==> src/design/twm_pkg.sv <==
package twm_pkg;

    // Register byte offsets
    localparam logic [7:0] OFF_CTRL_A = 8'h00;
    localparam logic [7:0] OFF_CTRL_B = 8'h04;
    localparam logic [7:0] OFF_CMP_A = 8'h08;
    localparam logic [7:0] OFF_CMP_B = 8'h0C;
    localparam logic [7:0] OFF_CAPT = 8'h10;
    localparam logic [7:0] OFF_COUNT = 8'h14;
    localparam logic [7:0] OFF_INT_STAT = 8'h18;
    localparam logic [7:0] OFF_INT_CLR = 8'h1C;
    localparam logic [7:0] OFF_INT_EN = 8'h20;

    // Reset values and write masks
    localparam logic [7:0] CTRL_A_RESET = 8'h00;
    localparam logic [7:0] CTRL_A_WMASK = 8'hF3;
    localparam logic [1:0] CTRL_B_RESET = 2'h0;
    localparam logic [15:0] WORD_RESET = 16'h0000;
    localparam logic [2:0] INT_RESET = 3'h0;

    // Counter limits
    localparam logic [15:0] TOP_MAX = 16'hFFFF;
    localparam logic [15:0] TOP_8 = 16'h00FF;
    localparam logic [15:0] TOP_9 = 16'h01FF;
    localparam logic [15:0] TOP_10 = 16'h03FF;
    localparam logic [15:0] BOTTOM = 16'h0000;

    // Interrupt bit positions
    localparam int INT_OVF = 0;
    localparam int INT_MATCH_A = 1;
    localparam int INT_MATCH_B = 2;

    // Control register A layout
    typedef struct packed {
        logic [1:0] out_a_behaviour_field;
        logic [1:0] out_b_behaviour_field;
        logic [1:0] reserved;
        logic [1:0] waveform_mode_low;
    } twm_ctrl_a_t;

    // Counting families
    typedef enum logic [5:0] {
        K_NORMAL = 6'h01,
        K_CTC = 6'h02,
        K_PC = 6'h04,
        K_PFC = 6'h08,
        K_FAST = 6'h10,
        K_RSVD = 6'h20
    } twm_kind_t;

    // Where TOP comes from
    typedef enum logic [2:0] {
        TS_FIXED = 3'h1,
        TS_CMP_A = 3'h2,
        TS_CAPT = 3'h4
    } twm_top_src_t;

    // Points in the count sequence
    typedef enum logic [3:0] {
        PT_IMM = 4'h1,
        PT_TOP = 4'h2,
        PT_BOTTOM = 4'h4,
        PT_MAX = 4'h8
    } twm_point_t;

    // Decoded waveform mode
    typedef struct packed {
        twm_kind_t kind;
        twm_top_src_t top_src;
        logic [15:0] fixed_top;
        twm_point_t upd;
        twm_point_t ovf;
    } twm_mode_t;

endpackage : twm_pkg

==> src/design/twm_timer_top.sv <==
`timescale 1ns/1ps
module twm_timer_top (
    // Clock and reset
    input wire logic CLK_SYS,
    input wire logic RST_N,
    // APB slave
    input wire logic PSEL,
    input wire logic PENABLE,
    input wire logic PWRITE,
    input wire logic [7:0] PADDR,
    input wire logic [31:0] PWDATA,
    output logic [31:0] PRDATA,
    output logic PREADY,
    output logic PSLVERR,
    // Timer clock enable
    input wire logic TIMER_TICK,
    // Port side of the two pins
    input wire logic DIR_A,
    input wire logic DIR_B,
    input wire logic PORT_A,
    input wire logic PORT_B,
    // Pin drivers
    output logic PIN_A_OUT,
    output logic PIN_A_OE,
    output logic PIN_B_OUT,
    output logic PIN_B_OE,
    // Interrupt
    output logic IRQ
);

    // Mode table
    function automatic twm_pkg::twm_mode_t decode_mode(input logic [3:0] wm);
        twm_pkg::twm_mode_t m;
        m = '{twm_pkg::K_NORMAL, twm_pkg::TS_FIXED, twm_pkg::TOP_MAX, twm_pkg::PT_IMM, twm_pkg::PT_MAX};
        unique case (wm)
            4'h0: begin
                m = '{twm_pkg::K_NORMAL, twm_pkg::TS_FIXED, twm_pkg::TOP_MAX, twm_pkg::PT_IMM, twm_pkg::PT_MAX};
            end
            4'h1: begin
                m = '{twm_pkg::K_PC, twm_pkg::TS_FIXED, twm_pkg::TOP_8, twm_pkg::PT_TOP, twm_pkg::PT_BOTTOM};
            end
            4'h2: begin
                m = '{twm_pkg::K_PC, twm_pkg::TS_FIXED, twm_pkg::TOP_9, twm_pkg::PT_TOP, twm_pkg::PT_BOTTOM};
            end
            4'h3: begin
                m = '{twm_pkg::K_PC, twm_pkg::TS_FIXED, twm_pkg::TOP_10, twm_pkg::PT_TOP, twm_pkg::PT_BOTTOM};
            end
            4'h4: begin
                m = '{twm_pkg::K_CTC, twm_pkg::TS_CMP_A, twm_pkg::TOP_MAX, twm_pkg::PT_IMM, twm_pkg::PT_MAX};
            end
            4'h5: begin
                m = '{twm_pkg::K_FAST, twm_pkg::TS_FIXED, twm_pkg::TOP_8, twm_pkg::PT_TOP, twm_pkg::PT_TOP};
            end
            4'h6: begin
                m = '{twm_pkg::K_FAST, twm_pkg::TS_FIXED, twm_pkg::TOP_9, twm_pkg::PT_TOP, twm_pkg::PT_TOP};
            end
            4'h7: begin
                m = '{twm_pkg::K_FAST, twm_pkg::TS_FIXED, twm_pkg::TOP_10, twm_pkg::PT_TOP, twm_pkg::PT_TOP};
            end
            4'h8: begin
                m = '{twm_pkg::K_PFC, twm_pkg::TS_CAPT, twm_pkg::TOP_MAX, twm_pkg::PT_BOTTOM, twm_pkg::PT_BOTTOM};
            end
            4'h9: begin
                m = '{twm_pkg::K_PFC, twm_pkg::TS_CMP_A, twm_pkg::TOP_MAX, twm_pkg::PT_BOTTOM, twm_pkg::PT_BOTTOM};
            end
            4'hA: begin
                m = '{twm_pkg::K_PC, twm_pkg::TS_CAPT, twm_pkg::TOP_MAX, twm_pkg::PT_TOP, twm_pkg::PT_BOTTOM};
            end
            4'hB: begin
                m = '{twm_pkg::K_PC, twm_pkg::TS_CMP_A, twm_pkg::TOP_MAX, twm_pkg::PT_TOP, twm_pkg::PT_BOTTOM};
            end
            4'hC: begin
                m = '{twm_pkg::K_CTC, twm_pkg::TS_CAPT, twm_pkg::TOP_MAX, twm_pkg::PT_IMM, twm_pkg::PT_MAX};
            end
            4'hD: begin
                m = '{twm_pkg::K_RSVD, twm_pkg::TS_FIXED, twm_pkg::TOP_MAX, twm_pkg::PT_IMM, twm_pkg::PT_MAX};
            end
            4'hE: begin
                m = '{twm_pkg::K_FAST, twm_pkg::TS_CAPT, twm_pkg::TOP_MAX, twm_pkg::PT_TOP, twm_pkg::PT_TOP};
            end
            4'hF: begin
                m = '{twm_pkg::K_FAST, twm_pkg::TS_CMP_A, twm_pkg::TOP_MAX, twm_pkg::PT_TOP, twm_pkg::PT_TOP};
            end
        endcase
        return m;
    endfunction : decode_mode

    // One output unit: returns {connected, next wave value}
    function automatic logic [1:0] wave_step(
        input logic [1:0] f,
        input twm_pkg::twm_kind_t k,
        input logic tog_ok,
        input logic hit,
        input logic top_ev,
        input logic cmp_is_top,
        input logic down,
        input logic cur
    );
        logic c;
        logic v;
        c = (f != 2'b00);
        v = cur;
        if (k == twm_pkg::K_FAST) begin
            if (f == 2'b01) begin
                c = tog_ok;
                if (c && hit) begin
                    v = ~cur;
                end
            end else if (f[1]) begin
                if (top_ev) begin
                    v = ~f[0];
                end else if (hit && !cmp_is_top) begin
                    v = f[0];
                end
            end
        end else if (k == twm_pkg::K_PC || k == twm_pkg::K_PFC) begin
            if (f == 2'b01) begin
                c = tog_ok;
                if (c && hit) begin
                    v = ~cur;
                end
            end else if (f[1] && hit) begin
                v = down ? ~f[0] : f[0];
            end
        end else if (k != twm_pkg::K_RSVD && f != 2'b00 && hit) begin
            v = (f == 2'b01) ? ~cur : f[0];
        end
        return {c, v};
    endfunction : wave_step

    // Mapped register offsets
    function automatic logic addr_mapped(input logic [7:0] a);
        return a == twm_pkg::OFF_CTRL_A || a == twm_pkg::OFF_CTRL_B || a == twm_pkg::OFF_CMP_A
            || a == twm_pkg::OFF_CMP_B || a == twm_pkg::OFF_CAPT || a == twm_pkg::OFF_COUNT
            || a == twm_pkg::OFF_INT_STAT || a == twm_pkg::OFF_INT_CLR || a == twm_pkg::OFF_INT_EN;
    endfunction : addr_mapped

    // Software visible state
    twm_pkg::twm_ctrl_a_t ctrl_a_q, ctrl_a_d;
    logic [1:0] mode_high_q, mode_high_d;
    logic [15:0] buf_a_q, buf_a_d;
    logic [15:0] buf_b_q, buf_b_d;
    logic [15:0] capt_q, capt_d;
    logic [2:0] int_en_q, int_en_d;
    logic [2:0] int_st_q, int_st_d;

    // Timer state
    logic [15:0] cnt_q, cnt_d;
    logic down_q, down_d;
    logic [15:0] act_a_q, act_a_d;
    logic [15:0] act_b_q, act_b_d;
    logic wave_a_q, wave_a_d;
    logic wave_b_q, wave_b_d;

    // Bus and pin state
    logic [31:0] prdata_q, prdata_d;
    logic pready_q;
    logic pslverr_q, pslverr_d;
    logic pin_a_q, pin_a_d;
    logic pin_b_q, pin_b_d;
    logic oe_a_q, oe_b_q;
    logic irq_q, irq_d;

    // Decode helpers
    twm_pkg::twm_mode_t mode;
    logic [15:0] top_val;
    logic at_top, at_bot, at_max;
    logic hit_a, hit_b;
    logic upd_now, ovf_ev;
    logic tog_ok;
    logic [1:0] step_a, step_b;
    logic setup_ph, wr_acc;

    // Full mode from both control halves
    always_comb begin
        mode = decode_mode({mode_high_q, ctrl_a_q.waveform_mode_low});
        unique case (mode.top_src)
            twm_pkg::TS_FIXED: top_val = mode.fixed_top;
            twm_pkg::TS_CMP_A: top_val = act_a_q;
            twm_pkg::TS_CAPT: top_val = capt_q;
            default: top_val = mode.fixed_top; // Illegal source codes fall back to the fixed limit
        endcase
    end

    // Sequence points, seen only on a timer tick
    assign at_top = (cnt_q == top_val);
    assign at_bot = (cnt_q == twm_pkg::BOTTOM);
    assign at_max = (cnt_q == twm_pkg::TOP_MAX);
    assign hit_a = TIMER_TICK && (cnt_q == act_a_q);
    assign hit_b = TIMER_TICK && (cnt_q == act_b_q);

    // Compare reload and overflow point
    always_comb begin
        upd_now = (mode.upd == twm_pkg::PT_IMM)
            || (TIMER_TICK && mode.upd == twm_pkg::PT_TOP && at_top)
            || (TIMER_TICK && mode.upd == twm_pkg::PT_BOTTOM && at_bot);
        ovf_ev = TIMER_TICK && ((mode.ovf == twm_pkg::PT_MAX && at_max)
            || (mode.ovf == twm_pkg::PT_TOP && at_top)
            || (mode.ovf == twm_pkg::PT_BOTTOM && at_bot));
    end

    // In PWM modes, toggle on match is only granted to unit A, and only in a few modes
    always_comb begin
        if (mode.kind == twm_pkg::K_FAST) begin
            tog_ok = (mode_high_q == 2'b11) && ctrl_a_q.waveform_mode_low[1];
        end else begin
            tog_ok = (mode_high_q == 2'b10);
        end
        step_a = wave_step(ctrl_a_q.out_a_behaviour_field, mode.kind, tog_ok, hit_a,
            TIMER_TICK && at_top, act_a_q == top_val, down_q, wave_a_q);
        step_b = wave_step(ctrl_a_q.out_b_behaviour_field, mode.kind, 1'b0, hit_b,
            TIMER_TICK && at_top, act_b_q == top_val, down_q, wave_b_q);
    end

    // APB phases; the slave never stretches the access
    assign setup_ph = PSEL && !PENABLE;
    assign wr_acc = PSEL && PENABLE && pready_q && PWRITE;

    // Register writes; hardware events win over a clear in the same cycle
    always_comb begin
        ctrl_a_d = ctrl_a_q;
        mode_high_d = mode_high_q;
        buf_a_d = buf_a_q;
        buf_b_d = buf_b_q;
        capt_d = capt_q;
        int_en_d = int_en_q;
        int_st_d = int_st_q;
        if (wr_acc) begin
            unique case (PADDR)
                twm_pkg::OFF_CTRL_A: begin
                    ctrl_a_d = twm_pkg::twm_ctrl_a_t'(PWDATA[7:0] & twm_pkg::CTRL_A_WMASK);
                end
                twm_pkg::OFF_CTRL_B: mode_high_d = PWDATA[1:0];
                twm_pkg::OFF_CMP_A: buf_a_d = PWDATA[15:0];
                twm_pkg::OFF_CMP_B: buf_b_d = PWDATA[15:0];
                twm_pkg::OFF_CAPT: capt_d = PWDATA[15:0];
                twm_pkg::OFF_INT_CLR: int_st_d = int_st_q & ~PWDATA[2:0];
                twm_pkg::OFF_INT_EN: int_en_d = PWDATA[2:0];
                default: ; // Status and unmapped offsets ignore writes; the count is written in the counter block
            endcase
        end
        int_st_d[twm_pkg::INT_OVF] = int_st_d[twm_pkg::INT_OVF] | ovf_ev;
        int_st_d[twm_pkg::INT_MATCH_A] = int_st_d[twm_pkg::INT_MATCH_A] | hit_a;
        int_st_d[twm_pkg::INT_MATCH_B] = int_st_d[twm_pkg::INT_MATCH_B] | hit_b;
    end

    // Counter sequence; a software write to the count wins over a tick
    always_comb begin
        cnt_d = cnt_q;
        down_d = down_q;
        if (wr_acc && PADDR == twm_pkg::OFF_COUNT) begin
            cnt_d = PWDATA[15:0];
        end else if (TIMER_TICK) begin
            if (mode.kind == twm_pkg::K_PC || mode.kind == twm_pkg::K_PFC) begin
                if (!down_q) begin
                    down_d = at_top;
                    cnt_d = at_top ? cnt_q - 16'h0001 : cnt_q + 16'h0001;
                end else begin
                    down_d = !at_bot;
                    cnt_d = at_bot ? cnt_q + 16'h0001 : cnt_q - 16'h0001;
                end
            end else if (mode.kind != twm_pkg::K_RSVD) begin
                down_d = 1'b0;
                cnt_d = at_top ? twm_pkg::BOTTOM : cnt_q + 16'h0001;
            end
        end
    end

    // Double-buffered compares and waveform bits
    always_comb begin
        act_a_d = upd_now ? buf_a_q : act_a_q;
        act_b_d = upd_now ? buf_b_q : act_b_q;
        wave_a_d = step_a[0];
        wave_b_d = step_b[0];
    end

    // Pin mux and interrupt request; port value passes when disconnected
    always_comb begin
        pin_a_d = step_a[1] ? step_a[0] : PORT_A;
        pin_b_d = step_b[1] ? step_b[0] : PORT_B;
        irq_d = |(int_st_d & int_en_d);
    end

    // Read data is latched in the setup cycle so it stands in the access cycle
    always_comb begin
        prdata_d = prdata_q;
        pslverr_d = pslverr_q;
        if (setup_ph) begin
            pslverr_d = !addr_mapped(PADDR);
            unique case (PADDR)
                twm_pkg::OFF_CTRL_A: prdata_d = {24'h000000, ctrl_a_q};
                twm_pkg::OFF_CTRL_B: prdata_d = {30'h0, mode_high_q};
                twm_pkg::OFF_CMP_A: prdata_d = {16'h0000, buf_a_q};
                twm_pkg::OFF_CMP_B: prdata_d = {16'h0000, buf_b_q};
                twm_pkg::OFF_CAPT: prdata_d = {16'h0000, capt_q};
                twm_pkg::OFF_COUNT: prdata_d = {16'h0000, cnt_q};
                twm_pkg::OFF_INT_STAT: prdata_d = {29'h0, int_st_q};
                twm_pkg::OFF_INT_EN: prdata_d = {29'h0, int_en_q};
                default: prdata_d = 32'h00000000;
            endcase
        end
    end

    // Register stage
    always_ff @(posedge CLK_SYS or negedge RST_N) begin
        if (!RST_N) begin
            ctrl_a_q <= twm_pkg::twm_ctrl_a_t'(twm_pkg::CTRL_A_RESET);
            mode_high_q <= twm_pkg::CTRL_B_RESET;
            buf_a_q <= twm_pkg::WORD_RESET;
            buf_b_q <= twm_pkg::WORD_RESET;
            capt_q <= twm_pkg::WORD_RESET;
            int_en_q <= twm_pkg::INT_RESET;
            int_st_q <= twm_pkg::INT_RESET;
            cnt_q <= twm_pkg::WORD_RESET;
            down_q <= 1'b0;
            act_a_q <= twm_pkg::WORD_RESET;
            act_b_q <= twm_pkg::WORD_RESET;
            wave_a_q <= 1'b0;
            wave_b_q <= 1'b0;
            prdata_q <= 32'h00000000;
            pready_q <= 1'b0;
            pslverr_q <= 1'b0;
            pin_a_q <= 1'b0;
            pin_b_q <= 1'b0;
            oe_a_q <= 1'b0;
            oe_b_q <= 1'b0;
            irq_q <= 1'b0;
        end else begin
            ctrl_a_q <= ctrl_a_d;
            mode_high_q <= mode_high_d;
            buf_a_q <= buf_a_d;
            buf_b_q <= buf_b_d;
            capt_q <= capt_d;
            int_en_q <= int_en_d;
            int_st_q <= int_st_d;
            cnt_q <= cnt_d;
            down_q <= down_d;
            act_a_q <= act_a_d;
            act_b_q <= act_b_d;
            wave_a_q <= wave_a_d;
            wave_b_q <= wave_b_d;
            prdata_q <= prdata_d;
            pready_q <= 1'b1;
            pslverr_q <= pslverr_d;
            pin_a_q <= pin_a_d;
            pin_b_q <= pin_b_d;
            oe_a_q <= DIR_A;
            oe_b_q <= DIR_B;
            irq_q <= irq_d;
        end
    end

    // Outputs straight from flops
    assign PRDATA = prdata_q;
    assign PREADY = pready_q;
    assign PSLVERR = pslverr_q;
    assign PIN_A_OUT = pin_a_q;
    assign PIN_A_OE = oe_a_q;
    assign PIN_B_OUT = pin_b_q;
    assign PIN_B_OE = oe_b_q;
    assign IRQ = irq_q;

endmodule : twm_timer_top
==> config.mk <==
export PLATFORM = sky130hd
export DESIGN_NAME = twm_timer_top
export DESIGN_NICKNAME = d
export VERILOG_FILES = /design/src/design/twm_pkg.sv /design/src/design/twm_timer_top.sv
export SDC_FILE = /design/constraint.sdc
export NUM_CORES = 1
export LEC_CHECK = 0
export ABC_AREA = 1
export BUFFER_PORTS_ARGS = -buffer_cell sky130_fd_sc_hd__buf_2
export CAP_MARGIN = 10
export CELL_PAD_IN_SITES_DETAIL_PLACEMENT = 1
export CELL_PAD_IN_SITES_GLOBAL_PLACEMENT = 1
export CORE_ASPECT_RATIO = 2
export CORE_MARGIN = 2
export CORE_UTILIZATION = 45
export CTS_BUF_LIST = sky130_fd_sc_hd__clkbuf_4 sky130_fd_sc_hd__clkbuf_8
export CTS_CLUSTER_DIAMETER = 200
export DETAILED_ROUTE_END_ITERATION = 10
export MAX_ROUTING_LAYER = met4
export PLACE_DENSITY_LB_ADDON = 0.05
export SYNTH_ARGS = -nofsm -noshare
export SYNTH_HDL_FRONTEND = slang
export SYNTH_SLANG_ARGS = --single-unit
==> constraint.sdc <==
create_clock -name CLK_SYS -period 3.35 [get_ports CLK_SYS]
set_input_delay 0.5025 -clock CLK_SYS [delete_from_list [all_inputs] [get_ports CLK_SYS]]
set_output_delay 0.5025 -clock CLK_SYS [all_outputs]
set_load 0.02 [all_outputs]
==> impl_metrics.tcl <==
set metrics [dict create \
    synth_cells 1294 \
    cellLeakagePower_nw 5.38 \
    synth_top_area_cell "dfrtp_1" \
    yosysMostFrequentCell "nand2_1" \
    cts_buffers 17 \
    clock_path_buffers 2 \
    routabilityCongestion 1.01 \
    num-nets-final 1524 \
    vias_per_cell 5.81 \
    failed_checks "setup timing" \
    final_cell_area_sq_um 11600 \
    min_path_cells 1 \
    synth_area_per_cell_sq_um 7.08 \
    dp.cells 1690 \
    route.detailed.wl_per_inst_um 23.4 \
    worstReg2RegEnd "act_b_q[3]" \
    maxCapViolations 0 \
    fin_ws_ns -0.0438 \
    grt_pass1_vias 10600 \
    antenna_cells 0 \
    grt_max_degree 59 \
    vias 10100 \
    final_cells 1742 \
    whs_endpoint "PIN_A_OE" \
    wirelength_um 40800 \
    critPathMaxFanout 7 \
    synth_edf_count 0 \
    area_delta_synth_final_pct 26.2 \
    power.density_nw_per_um2 416 \
    ant_nets 0 \
    multi_input_area_sq_um 5190 \
    maxSlewHeadroom_pct 52.8 \
    crit_required_ns 3.79 \
    r2r_start "ctrl_a_q[0]" \
    core_area_sq_um 19900 \
    critPathLaunchType "register" \
    track_usage_pct 38.7 \
    r2r_cells 22 \
    ioPinCount 89 \
    rsz0062_at_grt "true" \
    cp-startpoint "ctrl_a_q[0]" \
    antenna_found_initial 0 \
    placed_area_sq_um 10500 \
    yosys_warnings 0 \
    drt_iter0_drc 565 \
    cp.arrival_ns 3.83 \
    status "finished, violations left" \
    cts_htree_levels 4 \
    root_buffer "clkbuf_8" \
    cts.clk_slew.worst_paths_ns 0.09 \
    hold_ws_ns 0.0860 \
    tritoncts "built" \
    synth_top_area_share_pct 37.1 \
    max_freq_ghz 0.295 \
    drc 0 \
    grt_pass1_wl_um 59800 \
    min_path_type "input port to register" \
    die_area_sq_um 21600 \
    clkLatencyLatePin_ns 0.52 \
    hp-start "DIR_A" \
    power.total_mw 4.81 \
    regToRegSetupSlack_ns -0.04 \
    async_flop_share_pct 100 \
    netlist_area_sq_um 9170 \
    yosysUniqueCellTypes 51 \
    synth_flop_cell "dfrtp_1" \
    regArea_sq_um 3400 \
    fin_skew_ns 0.0167 \
    post-place-ws_ns -0.128 \
    finalCritPeriodShare_pct 101 \
    ys_ff_latch 136 \
    clkSinkCount 136 \
    gr-total-overflow 0 \
    die_y_um 206 \
    hold_violations 0 \
    critical_path_class "register to register" \
    rows 73 \
    ys_top_cells_by_count "nand2_1 (375), dfrtp_1 (136), inv_1 (133)" \
    floorplan.initialDensity_pct 46.0 \
    dr.pass1.iters 6 \
    ys_seq_area_share_pct 37.1 \
    io_buffer_count 56 \
    fillerInstances 2627 \
    dp_hpwl_um 31100 \
    die_w_um 105 \
    synth_area_leaders "dfrtp_1 (37%), nand2_1 (15%), o21ai_0 (5.8%)" \
    period_minus_slack_ns 3.39 \
    slew_violations 0 \
    final-setup-viol-count 28 \
    tightest_slew_ns 0.703 \
    drive_gt1_share_pct 23.8 \
    ir_worst_vdd_v 0.000366 \
    end_kind "register" \
]
area by class of cell:
type                    count  area share, %
well taps                 262           2.83
inverters                 142           4.69
clock inverters            13           1.58
flip-flops and latches    136           29.4
repair buffers            207           14.4
multi-input cells         963           44.9
clock buffers              19           2.21
registers in the layout, summed over array words and instances (netlist names), 3 cells and up:
name      count
act_b_q      16
buf_a_q      16
ctrl_a_q      6
capt_q       16
int_en_q      3
PRDATA       16
int_st_q      3
buf_b_q      16
act_a_q      16
cnt_q        16
where the power goes:
part           switching, mW  leakage, nW  internal, mW
Combinational          0.948         3.31         0.503
Sequential            0.0848         1.86          1.71
Clock                  0.780        0.215         0.785
Total                   1.81         5.38          3.00
layout by cell type (no fill, tap or decap), types with 6 or more instances in the layout:
cell type	n
o2111ai_1	8
xnor2_1	8
buf_2	55
o22ai_1	19
dfrtp_1	135
o211ai_1	6
inv_6	8
nand2_4	13
a21oi_1	30
nand2_1	346
buf_4	130
nand3_2	14
nand4_1	29
xor2_1	40
nand3_1	84
nor2_1	89
nor4_1	13
clkbuf_8	18
o21ai_2	28
conb_1	17
buf_12	11
inv_1	129
o21ai_0	103
nor3_1	21
nand2_2	26
metal layers:
metal | vias up | wire length [um] | global-route usage, %
met5 | - | 0 | -
met4 | 0 | 4340 | 32.4
met3 | 224 | 1880 | 6.11
met2 | 369 | 20900 | 67.9
met1 | 4948 | 13700 | 36.7
li1 | 4581 | - | -
worst max path at each step:
stage / endpoint / slack, ns / cells past startpoint
2_1_floorplan: act_b_q[6] / 0.47 / 21
4_1_cts: cnt_q[4] / 0.002 / 19
3_3_place_gp: cnt_q[4] / 0.03 / 22
3_5_place_dp: act_a_q[8] / -0.13 / 22
6_report: act_b_q[3] / -0.04 / 22
5_1_grt: act_a_q[5] / -0.14 / 23
logic make-up after synthesis:
| kind of cell | after synthesis | synth area share [%] |
|---|---|---|
| other | 2 | 0.0819 |
| flip-flops | 136 | 37.1 |
| AND/OR/NAND/NOR | 654 | 30.9 |
| adder cells (fa/ha/maj) | 7 | 0.955 |
| XOR/XNOR | 48 | 4.59 |
| buffers and inverters | 212 | 10.2 |
| AO/OA/AOI/OAI | 235 | 16.1 |
per-stage QoR:
step | utilization [%] | setup TNS (ns)
after global routing | 58.1 | -4.34
final | 58.1 | -0.463
after CTS | 55.4 | 0
after global placement | 53.0 | 0
after floorplan | - | 0
after detailed placement | 53.0 | -3.07
repair_timing:
item | CTS | global route
gates cloned | 1 | 6
endpoints found under the hold margin | 47 | 0
pin swaps | 1 | 21
setup buffers | 1 | 12
endpoints found under the setup margin | 47 | 53
hold buffers | 1 | 0
resized for setup | 2 | 87
critical path, cell delays in order, from the launching register on:
cell and delay [ns]:
dfrtp_1 0.41, buf_6 0.14, ha_1 0.19, inv_1 0.06, nand3_2 0.13, nand3_4 0.17
nand2_8 0.12, nand2_4 0.17, buf_4 0.13, nand3_2 0.10, nand2_1 0.10, nand3_1 0.08
nor2_1 0.12, buf_4 0.15, nand3_2 0.10, nor2_4 0.13, buf_12 0.14, nand2_4 0.06
o221ai_4 0.21, buf_12 0.17, clkbuf_16 0.17, nand2_1 0.14, o21ai_2 0.10
Note: power is estimated with default switching activity, not from simulation.
